$ cat config.mk
export PLATFORM = sky130hd
export DESIGN_NAME = cpm_move_top
export DESIGN_NICKNAME = d
export VERILOG_FILES = /design/src/common/cpm_pkg.sv /design/src/verilog/cpm_ctlregs.sv /design/src/verilog/cpm_move_top.sv /design/src/verilog/cpm_opdec.sv
export VERILOG_INCLUDE_DIRS = /design/src /design/src/common
export SDC_FILE = /design/constraint.sdc
export NUM_CORES = 1
export LEC_CHECK = 0
export BUFFER_PORTS_ARGS = -buffer_cell sky130_fd_sc_hd__buf_2
export CORE_ASPECT_RATIO = 1.2
export CORE_UTILIZATION = 60
export DETAILED_ROUTE_END_ITERATION = 7
export PLACE_DENSITY_LB_ADDON = 0.05
export SYNTH_ARGS = -nofsm -noshare
export SYNTH_HDL_FRONTEND = slang
export SYNTH_HIERARCHICAL = 1
export SYNTH_SLANG_ARGS = --single-unit
$ cat constraint.sdc
create_clock -name I_CORE_CLK -period 5 [get_ports I_CORE_CLK]
set_clock_uncertainty 0.05 [all_clocks]
set_input_delay 0.5 -clock I_CORE_CLK [delete_from_list [all_inputs] [get_ports I_CORE_CLK]]
set_output_delay 0.5 -clock I_CORE_CLK [all_outputs]
set_load 0.005 [all_outputs]
$ cat src/common/cpm_consts.svh
// named constants for the control and program move decode block
`ifndef CPM_CONSTS_SVH
`define CPM_CONSTS_SVH
// ==========================================================
// opcode fields
`define CPM_F_HI       23:16
`define CPM_F_W        15
`define CPM_F_EA       14
`define CPM_F_MID      13:8
`define CPM_F_IMM      15:8
`define CPM_F_T3       7:5
`define CPM_F_T2       7:6
`define CPM_F_MEMB     7
`define CPM_F_SPC      6
`define CPM_F_ONE      5
`define CPM_F_CR       4:0
`define CPM_F_PMR      5:0
`define CPM_OP_CTLREG  8'h04
`define CPM_OP_CTLMEM  8'h05
`define CPM_OP_PMEM    8'h07
`define CPM_TAIL_CTL   3'h5
`define CPM_TAIL_PMEA  2'h2
`define CPM_TAIL_PMAA  2'h0
`define CPM_EA_ABS     6'h30
`define CPM_EA_IMM     6'h34
// ==========================================================
// control register codes
`define CPM_CTL_FLAG   5
`define CPM_CR_GRP     4:3
`define CPM_CR_MIDX    2:0
`define CPM_CR_MODGRP  2'h0
`define CPM_CR_VBA     5'h08
`define CPM_CR_SR      5'h19
`define CPM_CR_OMR     5'h1A
`define CPM_CR_SP      5'h1B
`define CPM_CR_SSH     5'h1C
`define CPM_CR_SSL     5'h1D
`define CPM_CR_LA      5'h1E
`define CPM_CR_LC      5'h1F
`define CPM_SEL_SSH    {1'b1, `CPM_CR_SSH}
`define CPM_SEL_SR     {1'b1, `CPM_CR_SR}
`define CPM_CCR_S      7
`define CPM_CCR_L      6
`define CPM_CCR        7:0
`define CPM_CCR_REST   5:0
`define CPM_RST16      16'h0000
`define CPM_ONE16      16'h0001
`define CPM_STK_AW     4
`define CPM_STK_DEPTH  16
// ==========================================================
// register map (byte addresses)
`define CPM_A_OPCODE   8'h00
`define CPM_A_PC       8'h04
`define CPM_A_STAT     8'h08
`define CPM_A_SR       8'h0C
`define CPM_A_SP       8'h10
`define CPM_A_RES      8'h14
`endif

$ cat src/common/cpm_pkg.sv
// types shared by the control and program move decode block
package cpm_pkg;
  // ========================================================
  // sequencer states
  typedef enum logic [2:0] {
    ST_IDLE = 3'b000,
    ST_DEC  = 3'b001,
    ST_EXT  = 3'b010,
    ST_EA   = 3'b011,
    ST_SRC  = 3'b100,
    ST_MEM  = 3'b101
  } cpm_state_t;
  // memory spaces on the data bus
  typedef enum logic [1:0] {
    SPC_X = 2'b00,
    SPC_Y = 2'b01,
    SPC_P = 2'b10
  } cpm_space_t;
endpackage

$ cat src/verilog/cpm_ctlregs.sv
// control register file with the system stack
`timescale 1ns/1ps
`default_nettype none
`include "cpm_consts.svh"
module cpm_ctlregs (
  // clock and reset
  input  wire logic        i_clk,
  input  wire logic        i_rst_n,
  // read side
  input  wire logic [4:0]  i_rd_sel,
  input  wire logic        i_pop,
  output logic [15:0]      o_rd_data,
  // write side and flag updates
  input  wire logic        i_wr_en,
  input  wire logic [4:0]  i_wr_sel,
  input  wire logic [15:0] i_wr_data,
  input  wire logic        i_set_s,
  input  wire logic        i_set_l,
  // state shown outside
  output logic [15:0]      o_sr,
  output logic [15:0]      o_sp
);
  logic [15:0] mod_reg [0:7];
  logic [15:0] stk_hi  [0:`CPM_STK_DEPTH-1];
  logic [15:0] stk_lo  [0:`CPM_STK_DEPTH-1];
  logic [15:0] vba_reg, omr_reg, la_reg, lc_reg, sr_reg, sp_reg;
  logic [`CPM_STK_AW-1:0] top_idx, up_idx;

  assign top_idx = sp_reg[`CPM_STK_AW-1:0];
  assign up_idx  = top_idx + 1'b1;
  assign o_sr    = sr_reg;
  assign o_sp    = sp_reg;

  // ========================================================
  // read mux
  always_comb begin
    case (i_rd_sel)
      `CPM_CR_VBA: o_rd_data = vba_reg;
      `CPM_CR_SR:  o_rd_data = sr_reg;
      `CPM_CR_OMR: o_rd_data = omr_reg;
      `CPM_CR_SP:  o_rd_data = sp_reg;
      `CPM_CR_SSH: o_rd_data = stk_hi[top_idx];
      `CPM_CR_SSL: o_rd_data = stk_lo[top_idx];
      `CPM_CR_LA:  o_rd_data = la_reg;
      `CPM_CR_LC:  o_rd_data = lc_reg;
      default:     o_rd_data = mod_reg[i_rd_sel[`CPM_CR_MIDX]];
    endcase
  end

  // ========================================================
  // control registers; a push in the same cycle as a pop overrides the pop
  always_ff @(posedge i_clk) begin
    if (!i_rst_n) begin
      for (int i = 0; i < 8; i++) mod_reg[i] <= `CPM_RST16;
      {vba_reg, omr_reg, la_reg} <= {3{`CPM_RST16}};
      {lc_reg, sr_reg, sp_reg}   <= {3{`CPM_RST16}};
    end else begin
      if (i_pop) sp_reg <= sp_reg - `CPM_ONE16;
      if (i_set_s) sr_reg[`CPM_CCR_S] <= 1'b1;
      if (i_set_l) sr_reg[`CPM_CCR_L] <= 1'b1;
      if (i_wr_en) begin
        case (i_wr_sel)
          `CPM_CR_VBA: vba_reg <= i_wr_data;
          `CPM_CR_SR:  sr_reg  <= i_wr_data;
          `CPM_CR_OMR: omr_reg <= i_wr_data;
          `CPM_CR_SP:  sp_reg  <= i_wr_data;
          `CPM_CR_SSH: sp_reg  <= sp_reg + `CPM_ONE16;
          `CPM_CR_SSL: ;
          `CPM_CR_LA:  la_reg  <= i_wr_data;
          `CPM_CR_LC:  lc_reg  <= i_wr_data;
          default: mod_reg[i_wr_sel[`CPM_CR_MIDX]] <= i_wr_data;
        endcase
      end
    end
  end

  // stack storage; the high word lands one above the old top
  always_ff @(posedge i_clk) begin
    if (i_wr_en && i_wr_sel == `CPM_CR_SSH) stk_hi[up_idx] <= i_wr_data;
    if (i_wr_en && i_wr_sel == `CPM_CR_SSL) stk_lo[top_idx] <= i_wr_data;
  end
endmodule
`default_nettype wire

$ cat src/verilog/cpm_move_top.sv
// sequencer for control register and program memory moves
//
// Summary of operation
// - control move reads or loads control registers
// - narrow set: modifiers and program controller only
// - all memory modes plus short immediate
// - stack high read: pointer drops after read
// - stack high write: pointer rises before write
// - status destination loads bits seven to zero
// - otherwise growth sets the scaling flag
// - otherwise saturation sets the limit flag
// - memory control move opcode layout
// - register to register control move layout
// - short immediate control move layout
// - five bit field picks control register
// - six bit absolute short address
// - direction bit picks read or write
// - space bit picks X or Y memory
// - program move: any register, alterable modes
// - program move keeps stack high effects
// - program move effective address layout
// - program move absolute short layout
`timescale 1ns/1ps
`default_nettype none
`include "cpm_consts.svh"
module cpm_move_top (
  // clock and reset
  input  wire logic        I_CORE_CLK,
  input  wire logic        I_RESET_N,
  // apb slave
  input  wire logic        I_PSEL,
  input  wire logic        I_PENABLE,
  input  wire logic        I_PWRITE,
  input  wire logic [7:0]  I_PADDR,
  input  wire logic [31:0] I_PWDATA,
  output logic [31:0]      O_PRDATA,
  output logic             O_PREADY,
  output logic             O_PSLVERR,
  // data and program memory bus
  output logic             O_MEM_REQ,
  output logic             O_MEM_WR,
  output logic [1:0]       O_MEM_SPACE,
  output logic [15:0]      O_MEM_ADDR,
  output logic [15:0]      O_MEM_WDATA,
  input  wire logic [15:0] I_MEM_RDATA,
  input  wire logic        I_MEM_ACK,
  // address unit
  output logic             O_EA_STROBE,
  output logic [5:0]       O_EA_FIELD,
  input  wire logic [15:0] I_EA_ADDR,
  // general register file
  output logic [5:0]       O_GREG_SEL,
  output logic             O_GREG_WE,
  output logic [15:0]      O_GREG_WDATA,
  input  wire logic [15:0] I_GREG_RDATA,
  input  wire logic        I_MOVE_GROWTH,
  input  wire logic        I_MOVE_LIMIT,
  // status
  output logic             O_BUSY,
  output logic [15:0]      O_SR,
  output logic [15:0]      O_SP
);
  // ========================================================
  // state
  cpm_pkg::cpm_state_t state_reg, state_next;
  logic [23:0] opcode_reg;
  logic [15:0] pc_reg, addr_reg, val_reg, result_reg;
  logic [1:0]  flg_reg;
  logic        illegal_reg, busy_reg;
  logic        pready_reg, pslverr_reg;
  logic [31:0] prdata_reg;
  logic        mem_req_reg, mem_wr_reg;
  logic [1:0]  mem_space_reg;
  logic [15:0] mem_addr_reg, mem_wdata_reg;
  logic        ea_strobe_reg, greg_we_reg;
  logic [5:0]  ea_field_reg, greg_sel_reg;
  logic [15:0] greg_wdata_reg;

  // decoded operation
  logic        legal, pmem, use_ea, need_ext, eimm;
  logic        src_imm, src_mem, dst_mem;
  logic [5:0]  src_sel, dst_sel;
  logic [1:0]  space;
  logic [15:0] cr_rd_data;

  cpm_opdec u_dec (
    .i_opcode   (opcode_reg),
    .o_legal    (legal),
    .o_pmem     (pmem),
    .o_use_ea   (use_ea),
    .o_need_ext (need_ext),
    .o_eimm     (eimm),
    .o_src_imm  (src_imm),
    .o_src_mem  (src_mem),
    .o_dst_mem  (dst_mem),
    .o_src_sel  (src_sel),
    .o_dst_sel  (dst_sel),
    .o_space    (space)
  );

  // ========================================================
  // apb decode; the answer comes one cycle into the access phase
  wire apb_acc  = I_PSEL && I_PENABLE;
  wire apb_fire = apb_acc && pready_reg;
  wire apb_wr   = apb_fire && I_PWRITE;
  wire hit_op   = I_PADDR == `CPM_A_OPCODE;
  wire hit_pc   = I_PADDR == `CPM_A_PC;
  wire hit_stat = I_PADDR == `CPM_A_STAT;
  wire hit_sr   = I_PADDR == `CPM_A_SR;
  wire hit_sp   = I_PADDR == `CPM_A_SP;
  wire hit_res  = I_PADDR == `CPM_A_RES;
  wire hit_ro   = hit_stat || hit_sr || hit_sp || hit_res;
  wire mapped   = hit_op || hit_pc || hit_ro;
  // an opcode written while busy is refused, not queued
  wire apb_err  = !mapped || (I_PWRITE && (hit_ro
               || (hit_op && state_reg != cpm_pkg::ST_IDLE)));
  wire start    = apb_wr && hit_op
               && state_reg == cpm_pkg::ST_IDLE;
  wire [31:0] rd_word =
      hit_op   ? {8'h00, opcode_reg} :
      hit_pc   ? {16'h0000, pc_reg} :
      hit_stat ? {27'h0000000, state_reg, illegal_reg, busy_reg} :
      hit_sr   ? {16'h0000, O_SR} :
      hit_sp   ? {16'h0000, O_SP} :
      hit_res  ? {16'h0000, result_reg} : 32'h00000000;

  // ========================================================
  // operand selection
  wire mem_done = mem_req_reg && I_MEM_ACK;
  wire src_reg  = !src_mem && !src_imm;
  wire src_ctl  = src_reg && src_sel[`CPM_CTL_FLAG];
  wire dst_ctl  = !dst_mem && dst_sel[`CPM_CTL_FLAG];
  wire dst_sr   = !dst_mem && dst_sel == `CPM_SEL_SR;
  wire in_src   = state_reg == cpm_pkg::ST_SRC;
  wire in_mem   = state_reg == cpm_pkg::ST_MEM;
  wire [15:0] src_val =
      eimm    ? val_reg :
      src_imm ? {8'h00, opcode_reg[`CPM_F_IMM]} :
      src_ctl ? cr_rd_data : I_GREG_RDATA;
  // the address of this step, before it lands in addr_reg
  wire [15:0] addr_now =
      state_reg == cpm_pkg::ST_DEC ?
        {10'h000, opcode_reg[`CPM_F_MID]} :
      state_reg == cpm_pkg::ST_EXT ? I_MEM_RDATA :
      state_reg == cpm_pkg::ST_EA  ? I_EA_ADDR : addr_reg;
  wire [1:0]  flg_now = (in_src && src_reg && !src_ctl) ?
                        {I_MOVE_GROWTH, I_MOVE_LIMIT} : flg_reg;
  // register destination written: after a read or from the source
  wire        fin     = (in_src && !dst_mem)
                     || (in_mem && mem_done && src_mem);
  wire [15:0] fin_val = in_mem ? I_MEM_RDATA : src_val;
  wire        moved   = fin || (in_mem && mem_done && dst_mem);
  wire        cr_pop  = in_src && src_ctl
                     && src_sel == `CPM_SEL_SSH;
  wire        cr_wr   = fin && dst_ctl;
  wire        set_s   = moved && !dst_sr && flg_now[1];
  wire        set_l   = moved && !dst_sr && flg_now[0];
  wire go_ext = state_reg == cpm_pkg::ST_DEC
             && state_next == cpm_pkg::ST_EXT;
  wire go_mem = state_next == cpm_pkg::ST_MEM && !in_mem;

  cpm_ctlregs u_regs (
    .i_clk     (I_CORE_CLK),
    .i_rst_n   (I_RESET_N),
    .i_rd_sel  (src_sel[`CPM_F_CR]),
    .i_pop     (cr_pop),
    .o_rd_data (cr_rd_data),
    .i_wr_en   (cr_wr),
    .i_wr_sel  (dst_sel[`CPM_F_CR]),
    .i_wr_data (fin_val),
    .i_set_s   (set_s),
    .i_set_l   (set_l),
    .o_sr      (O_SR),
    .o_sp      (O_SP)
  );

  // ========================================================
  // sequencer: decode, extension, address, source, memory
  always_comb begin
    state_next = state_reg;
    case (state_reg)
      cpm_pkg::ST_IDLE:
        if (start) state_next = cpm_pkg::ST_DEC;
      cpm_pkg::ST_DEC:
        if (!legal) state_next = cpm_pkg::ST_IDLE;
        else if (need_ext) state_next = cpm_pkg::ST_EXT;
        else if (use_ea) state_next = cpm_pkg::ST_EA;
        else if (src_mem) state_next = cpm_pkg::ST_MEM;
        else state_next = cpm_pkg::ST_SRC;
      cpm_pkg::ST_EXT:
        if (mem_done) state_next = src_mem ? cpm_pkg::ST_MEM
                                           : cpm_pkg::ST_SRC;
      cpm_pkg::ST_EA:
        state_next = src_mem ? cpm_pkg::ST_MEM : cpm_pkg::ST_SRC;
      cpm_pkg::ST_SRC:
        state_next = dst_mem ? cpm_pkg::ST_MEM : cpm_pkg::ST_IDLE;
      cpm_pkg::ST_MEM:
        if (mem_done) state_next = cpm_pkg::ST_IDLE;
      default: state_next = cpm_pkg::ST_IDLE;
    endcase
  end

  // sequencer state, command and bookkeeping registers
  always_ff @(posedge I_CORE_CLK) begin
    if (!I_RESET_N) begin
      state_reg   <= cpm_pkg::ST_IDLE;
      opcode_reg  <= 24'h000000;
      {pc_reg, addr_reg} <= {2{`CPM_RST16}};
      {val_reg, result_reg} <= {2{`CPM_RST16}};
      flg_reg     <= 2'h0;
      illegal_reg <= 1'b0;
      busy_reg    <= 1'b0;
    end else begin
      state_reg <= state_next;
      busy_reg  <= state_next != cpm_pkg::ST_IDLE;
      addr_reg  <= addr_now;
      if (start) opcode_reg <= I_PWDATA[23:0];
      if (apb_wr && hit_pc) pc_reg <= I_PWDATA[15:0];
      if (start) illegal_reg <= 1'b0;
      else if (state_reg == cpm_pkg::ST_DEC && !legal)
        illegal_reg <= 1'b1;
      if (state_reg == cpm_pkg::ST_EXT && eimm && mem_done)
        val_reg <= I_MEM_RDATA;
      flg_reg <= in_src ? flg_now : flg_reg;
      if (state_reg == cpm_pkg::ST_DEC) flg_reg <= 2'h0;
      if (moved) result_reg <= fin_val;
    end
  end

  // ========================================================
  // memory bus: request held until acknowledged
  always_ff @(posedge I_CORE_CLK) begin
    if (!I_RESET_N) begin
      mem_req_reg   <= 1'b0;
      mem_wr_reg    <= 1'b0;
      mem_space_reg <= cpm_pkg::SPC_X;
      mem_addr_reg  <= `CPM_RST16;
      mem_wdata_reg <= `CPM_RST16;
    end else if (go_ext) begin
      mem_req_reg   <= 1'b1;
      mem_wr_reg    <= 1'b0;
      mem_space_reg <= cpm_pkg::SPC_P;
      mem_addr_reg  <= pc_reg + `CPM_ONE16;
    end else if (go_mem) begin
      mem_req_reg   <= 1'b1;
      mem_wr_reg    <= dst_mem;
      mem_space_reg <= space;
      mem_addr_reg  <= addr_now;
      mem_wdata_reg <= src_val;
    end else if (mem_done) begin
      mem_req_reg   <= 1'b0;
    end
  end

  // address unit and general register strobes
  always_ff @(posedge I_CORE_CLK) begin
    if (!I_RESET_N) begin
      ea_strobe_reg  <= 1'b0;
      ea_field_reg   <= 6'h00;
      greg_we_reg    <= 1'b0;
      greg_sel_reg   <= 6'h00;
      greg_wdata_reg <= `CPM_RST16;
    end else begin
      ea_strobe_reg <= state_reg == cpm_pkg::ST_DEC
                    && state_next == cpm_pkg::ST_EA;
      if (state_reg == cpm_pkg::ST_DEC) begin
        ea_field_reg <= opcode_reg[`CPM_F_MID];
        greg_sel_reg <= src_sel;
      end
      greg_we_reg <= fin && !dst_ctl;
      if (fin) begin
        greg_sel_reg   <= dst_sel;
        greg_wdata_reg <= fin_val;
      end
    end
  end

  // apb answer; write effects above are taken on apb_fire only
  always_ff @(posedge I_CORE_CLK) begin
    if (!I_RESET_N) begin
      pready_reg  <= 1'b0;
      pslverr_reg <= 1'b0;
      prdata_reg  <= 32'h00000000;
    end else begin
      pready_reg <= apb_acc && !pready_reg;
      if (apb_acc && !pready_reg) begin
        pslverr_reg <= apb_err;
        prdata_reg  <= I_PWRITE ? 32'h00000000 : rd_word;
      end
    end
  end

  assign O_PRDATA     = prdata_reg;
  assign O_PREADY     = pready_reg;
  assign O_PSLVERR    = pslverr_reg;
  assign O_MEM_REQ    = mem_req_reg;
  assign O_MEM_WR     = mem_wr_reg;
  assign O_MEM_SPACE  = mem_space_reg;
  assign O_MEM_ADDR   = mem_addr_reg;
  assign O_MEM_WDATA  = mem_wdata_reg;
  assign O_EA_STROBE  = ea_strobe_reg;
  assign O_EA_FIELD   = ea_field_reg;
  assign O_GREG_SEL   = greg_sel_reg;
  assign O_GREG_WE    = greg_we_reg;
  assign O_GREG_WDATA = greg_wdata_reg;
  assign O_BUSY       = busy_reg;
endmodule
`default_nettype wire

$ cat src/verilog/cpm_opdec.sv
// opcode decoder for the control and program move forms
`timescale 1ns/1ps
`default_nettype none
`include "cpm_consts.svh"
module cpm_opdec (
  // instruction word
  input  wire logic [23:0] i_opcode,
  // decoded operation
  output logic             o_legal,
  output logic             o_pmem,
  output logic             o_use_ea,
  output logic             o_need_ext,
  output logic             o_eimm,
  output logic             o_src_imm,
  output logic             o_src_mem,
  output logic             o_dst_mem,
  output logic [5:0]       o_src_sel,
  output logic [5:0]       o_dst_sel,
  output logic [1:0]       o_space
);
  // ========================================================
  // a six-bit select with the flag bit names a control register
  function automatic logic cr_ok(input logic [5:0] sel);
    cr_ok = !sel[`CPM_CTL_FLAG]
         || sel[`CPM_CR_GRP] == `CPM_CR_MODGRP
         || sel[`CPM_F_CR] == `CPM_CR_VBA
         || sel[`CPM_F_CR] >= `CPM_CR_SR;
  endfunction

  // ========================================================
  // form detection
  wire [7:0] hi       = i_opcode[`CPM_F_HI];
  wire       w        = i_opcode[`CPM_F_W];
  wire       ea       = i_opcode[`CPM_F_EA];
  wire [5:0] mode     = i_opcode[`CPM_F_MID];
  wire [5:0] crsel    = {1'b1, i_opcode[`CPM_F_CR]};
  wire       tail_ctl = i_opcode[`CPM_F_T3] == `CPM_TAIL_CTL;
  wire ctl_mem = hi == `CPM_OP_CTLMEM && !i_opcode[`CPM_F_MEMB]
              && i_opcode[`CPM_F_ONE];
  wire ctl_imm = hi == `CPM_OP_CTLMEM && tail_ctl;
  wire ctl_reg = hi == `CPM_OP_CTLREG && ea && tail_ctl;
  wire pm_ea   = hi == `CPM_OP_PMEM && ea
              && i_opcode[`CPM_F_T2] == `CPM_TAIL_PMEA;
  wire pm_aa   = hi == `CPM_OP_PMEM && !ea
              && i_opcode[`CPM_F_T2] == `CPM_TAIL_PMAA;
  wire pm      = pm_ea || pm_aa;
  wire memf    = ctl_mem || pm;
  // register side of a memory form: control reg or any register
  wire [5:0] rsel = pm ? i_opcode[`CPM_F_PMR] : crsel;

  // ========================================================
  // operand routing; the direction bit picks source or destination
  assign o_pmem     = pm;
  assign o_use_ea   = memf && ea;
  assign o_eimm     = o_use_ea && mode == `CPM_EA_IMM;
  assign o_need_ext = o_use_ea && (mode == `CPM_EA_ABS
                   || mode == `CPM_EA_IMM);
  assign o_src_imm  = ctl_imm || o_eimm;
  assign o_src_mem  = memf && w && !o_eimm;
  assign o_dst_mem  = memf && !w;
  assign o_src_sel  = ctl_reg ? (w ? mode : crsel) : rsel;
  assign o_dst_sel  = ctl_reg ? (w ? crsel : mode) : rsel;
  assign o_space    = pm ? cpm_pkg::SPC_P
                   : i_opcode[`CPM_F_SPC] ? cpm_pkg::SPC_Y
                   : cpm_pkg::SPC_X;
  // immediates cannot be stored to, nor used on program memory
  assign o_legal    = (memf || ctl_imm || ctl_reg)
                   && cr_ok(o_src_sel) && cr_ok(o_dst_sel)
                   && !(o_eimm && (!w || pm));
endmodule
`default_nettype wire
==> reports/qor.yml <==
status: "finished clean"
coreArea_um2: 65900
async_flop_share_pct: 0
max-slew-margin-rel_pct: 11.1
synth_area_leader_cell: "edfxtp_1"
setup_viol: 0
synth_edf_count: 640
tns_ps: 0
syn_avg_cell_area_um2: 13.1
finalNonFillerCells: 4302
cp-end-kind: "flop"
cp.arrival_ps: 5400
wl_um: 125000
cpPeakStageDelay_ps: 570
hold_buffers: 0
final_common_cell: "edfxtp_1"
post-route-min-period_ps: 4940
finalPower_mw: 15.3
gp_congestion: 1.01
tightest_slew_ps: 1330
dp_hpwl_um: 84200
fillers: 4535
slew_violations: 0
synth_area_leaders: "edfxtp_1 (48%), dfxtp_1 (14%), mux4_2 (8.8%), nand2_1 (3.4%), mux2i_1 (3.3%)"
die_h_um: 285
rr_worst_depth: 15
min_path_cells: 3
r2r-start: "opcode_reg[19]"
ys_ff_latch: 923
grt_pass1_vias: 27400
wl_per_cell_um: 29.2
drtAntennaViolNets: 0
cp.depth: 15
p_leak_nw: 15.9
dieArea_um2: 67700
worst_path_max_delay_cell: "mux2i_1"
grt.overflow.total: 0
pwr_density_cell_nw_per_um2: 333
r2r_end: "u_regs/o_sp[4]"
final_util_pct: 69.9
worstHoldStart: "I_PWDATA[20]"
vias: 28100
yosysSeqAreaShare_pct: 62.2
netlist_instances: 3052
yosys.cell_types.count: 91
cts-root-buf: "clkbuf_16"
ir_worst_vdd_v: 0.000400
seq_area_um2: 24900
viasPerCell: 6.54
grt_first_pass_wirelength_um: 182000
cp-start-kind: "flop"
layout_common_cells: "edfxtp_1 (640), nand2_1 (360), dfxtp_1 (280)"
grt_max_degree: 50
place_inst: 4137
r2r_setup_slack_ps: 60
drt_iter0_drc: 3178
netlist.area_leader.share_pct: 48.0
cts_buffer_depth: 3
post-route-period-util_pct: 98.9
fp-row-count: 103
initial_core_util_pct: 60.8
clk_pin_slew_ps: 70
cts_htree_levels: 3
io_buffers: 212
hold_end: "opcode_reg[20]"
synth_ff_type: "edfxtp_1"
syn2layout_area_growth_pct: 15.0
ys_warn_count: 6
path_buf_inv: 5
insertion_delay_ps: 670
cts_tree: "yes"
antenna_found_initial: 3
critPathRequiredTime_ps: 5460
crit_chain: "nor4b_4, nand4_1, buf_4, mux2_2, buf_12, mux4_2, mux2i_1, a22oi_1, buf_4, a211oi_1, o31a_1, inv_1, buf_12, a21oi_1, nor2_1"
clkSinkCount: 923
min_path_type: "input pin to flop"
ioPinCount: 229
finalHoldViolCount: 0
syn-cell-area_um2: 40000
critPathKind: "flop to flop"
cts_buffers: 89
clock.fmax_ghz: 0.202
cp_top_family: "multiplexers"
grtUsageTotal_pct: 37.0
die_w_um: 238
drt-pass1-iter-count: 6
layout-drive-gt1-share_pct: 22.3
critical_path_peak_fanout: 37
nets: 3440
cap_violations: 0
drc: 0
multi_input_area_um2: 13900
-- how the worst max path moves through the flow --
stage                        start                   to
finish              opcode_reg[19]       u_regs/o_sp[4]
global route        opcode_reg[19]       u_regs/o_sp[4]
CTS                 opcode_reg[19]       u_regs/o_sp[4]
detailed placement  opcode_reg[19]       u_regs/o_sp[4]
global placement    opcode_reg[19]       u_regs/o_sp[4]
floorplan           opcode_reg[19]  u_regs/stk_hi[8][0]
-- metrics by stage --
step	worst slack, ps	cell area, um2	hold WS [ps]
2_1_floorplan	561	40000	381
3_3_place_gp	79.1	43100	390
3_5_place_dp	17.4	43100	393
4_1_cts	25.3	46000	14.1
5_1_grt	-2.17	46000	37.3
6_report	56.3	46000	38.6
-- final cells by class --
type | count | area share [%]
Inverter | 44 | 0.359
Tap cell | 892 | 2.42
Clock inverter | 51 | 1.22
Multi-Input combinational cell | 1866 | 30.2
Sequential cell | 923 | 54.1
Timing Repair Buffer | 413 | 6.54
Clock buffer | 112 | 5.13
Antenna cell | 1 | 0.00544
-- routing by layer --
metal	vias to the layer above	wire length (um)	GRT usage (%)
met1	14100	46500	47.3
met4	4	7520	20.2
met3	348	11100	6.87
met2	1607	60300	60.2
met5	-	24	0
li1	12100	-	-
-- power by group --
group	internal, mW	total (mW)	switching (mW)
combinational	0.114	0.371	0.257
sequential	8.16	8.17	0.0101
clock	3.84	6.78	2.94
total	12.1	15.3	3.21
-- repair_timing --
item                                    in CTS  in global routing
pin swaps                                    0                  2
resized for setup                            1                  1
endpoints found under the setup margin       1                191
buffers inserted                             0                  1
endpoints found under the hold margin        0                  0
-- worst reg2reg max path, cell delays in order (launching register included) --
cell	delay (ps)
dfxtp_1	350
nor4b_4	430
nand4_1	150
buf_4	200
mux2_2	410
buf_12	310
mux4_2	600
mux2i_1	570
a22oi_1	240
buf_4	220
a211oi_1	280
o31a_1	340
inv_1	180
buf_12	220
a21oi_1	200
nor2_1	50
-- synth_stat cells, types with 7 or more instances --
cell type	instances
edfxtp_1	640
nand2_1	360
dfxtp_1	283
a21oi_1	175
nor2_1	166
mux4_2	157
and2_1	138
clkbuf_1	136
mux2i_1	133
o21ai_0	103
nand3_1	71
o22ai_1	69
nor3_1	54
buf_2	46
a22oi_1	45
inv_1	39
nand4_1	24
xnor2_1	24
nand2b_1	21
a211oi_1	18
xor2_1	18
nor2b_1	17
or3_1	17
a221o_1	16
buf_4	15
mux2_2	14
a2bb2oi_1	13
buf_6	13
buf_1	12
a221oi_1	9
a311oi_1	9
and3_1	9
nand3b_1	9
nor3b_1	9
o221ai_1	9
o21a_1	8
o221ai_2	8
a211o_1	7
ha_1	7
nor4_1	7
o2111ai_1	7
o31a_1	7
-- logic make-up (layout without fill, tap and decap cells) --
family                     count (synthesis)  count (layout)  synth area share [%]
and+or+nand+nor                          946             946                  11.7
buffers and inverters                    270             620                  3.19
other                                      1               9               0.00937
DFF                                      923             923                  62.2
AOI/OAI and AO/OA                        556             556                  9.05
adders and majority gates                  7               7                 0.219
muxes                                    307             307                  12.8
xor gates and xnor gates                  42              42                 0.919
No activity file was read; power rests on OpenSTA's default activity.
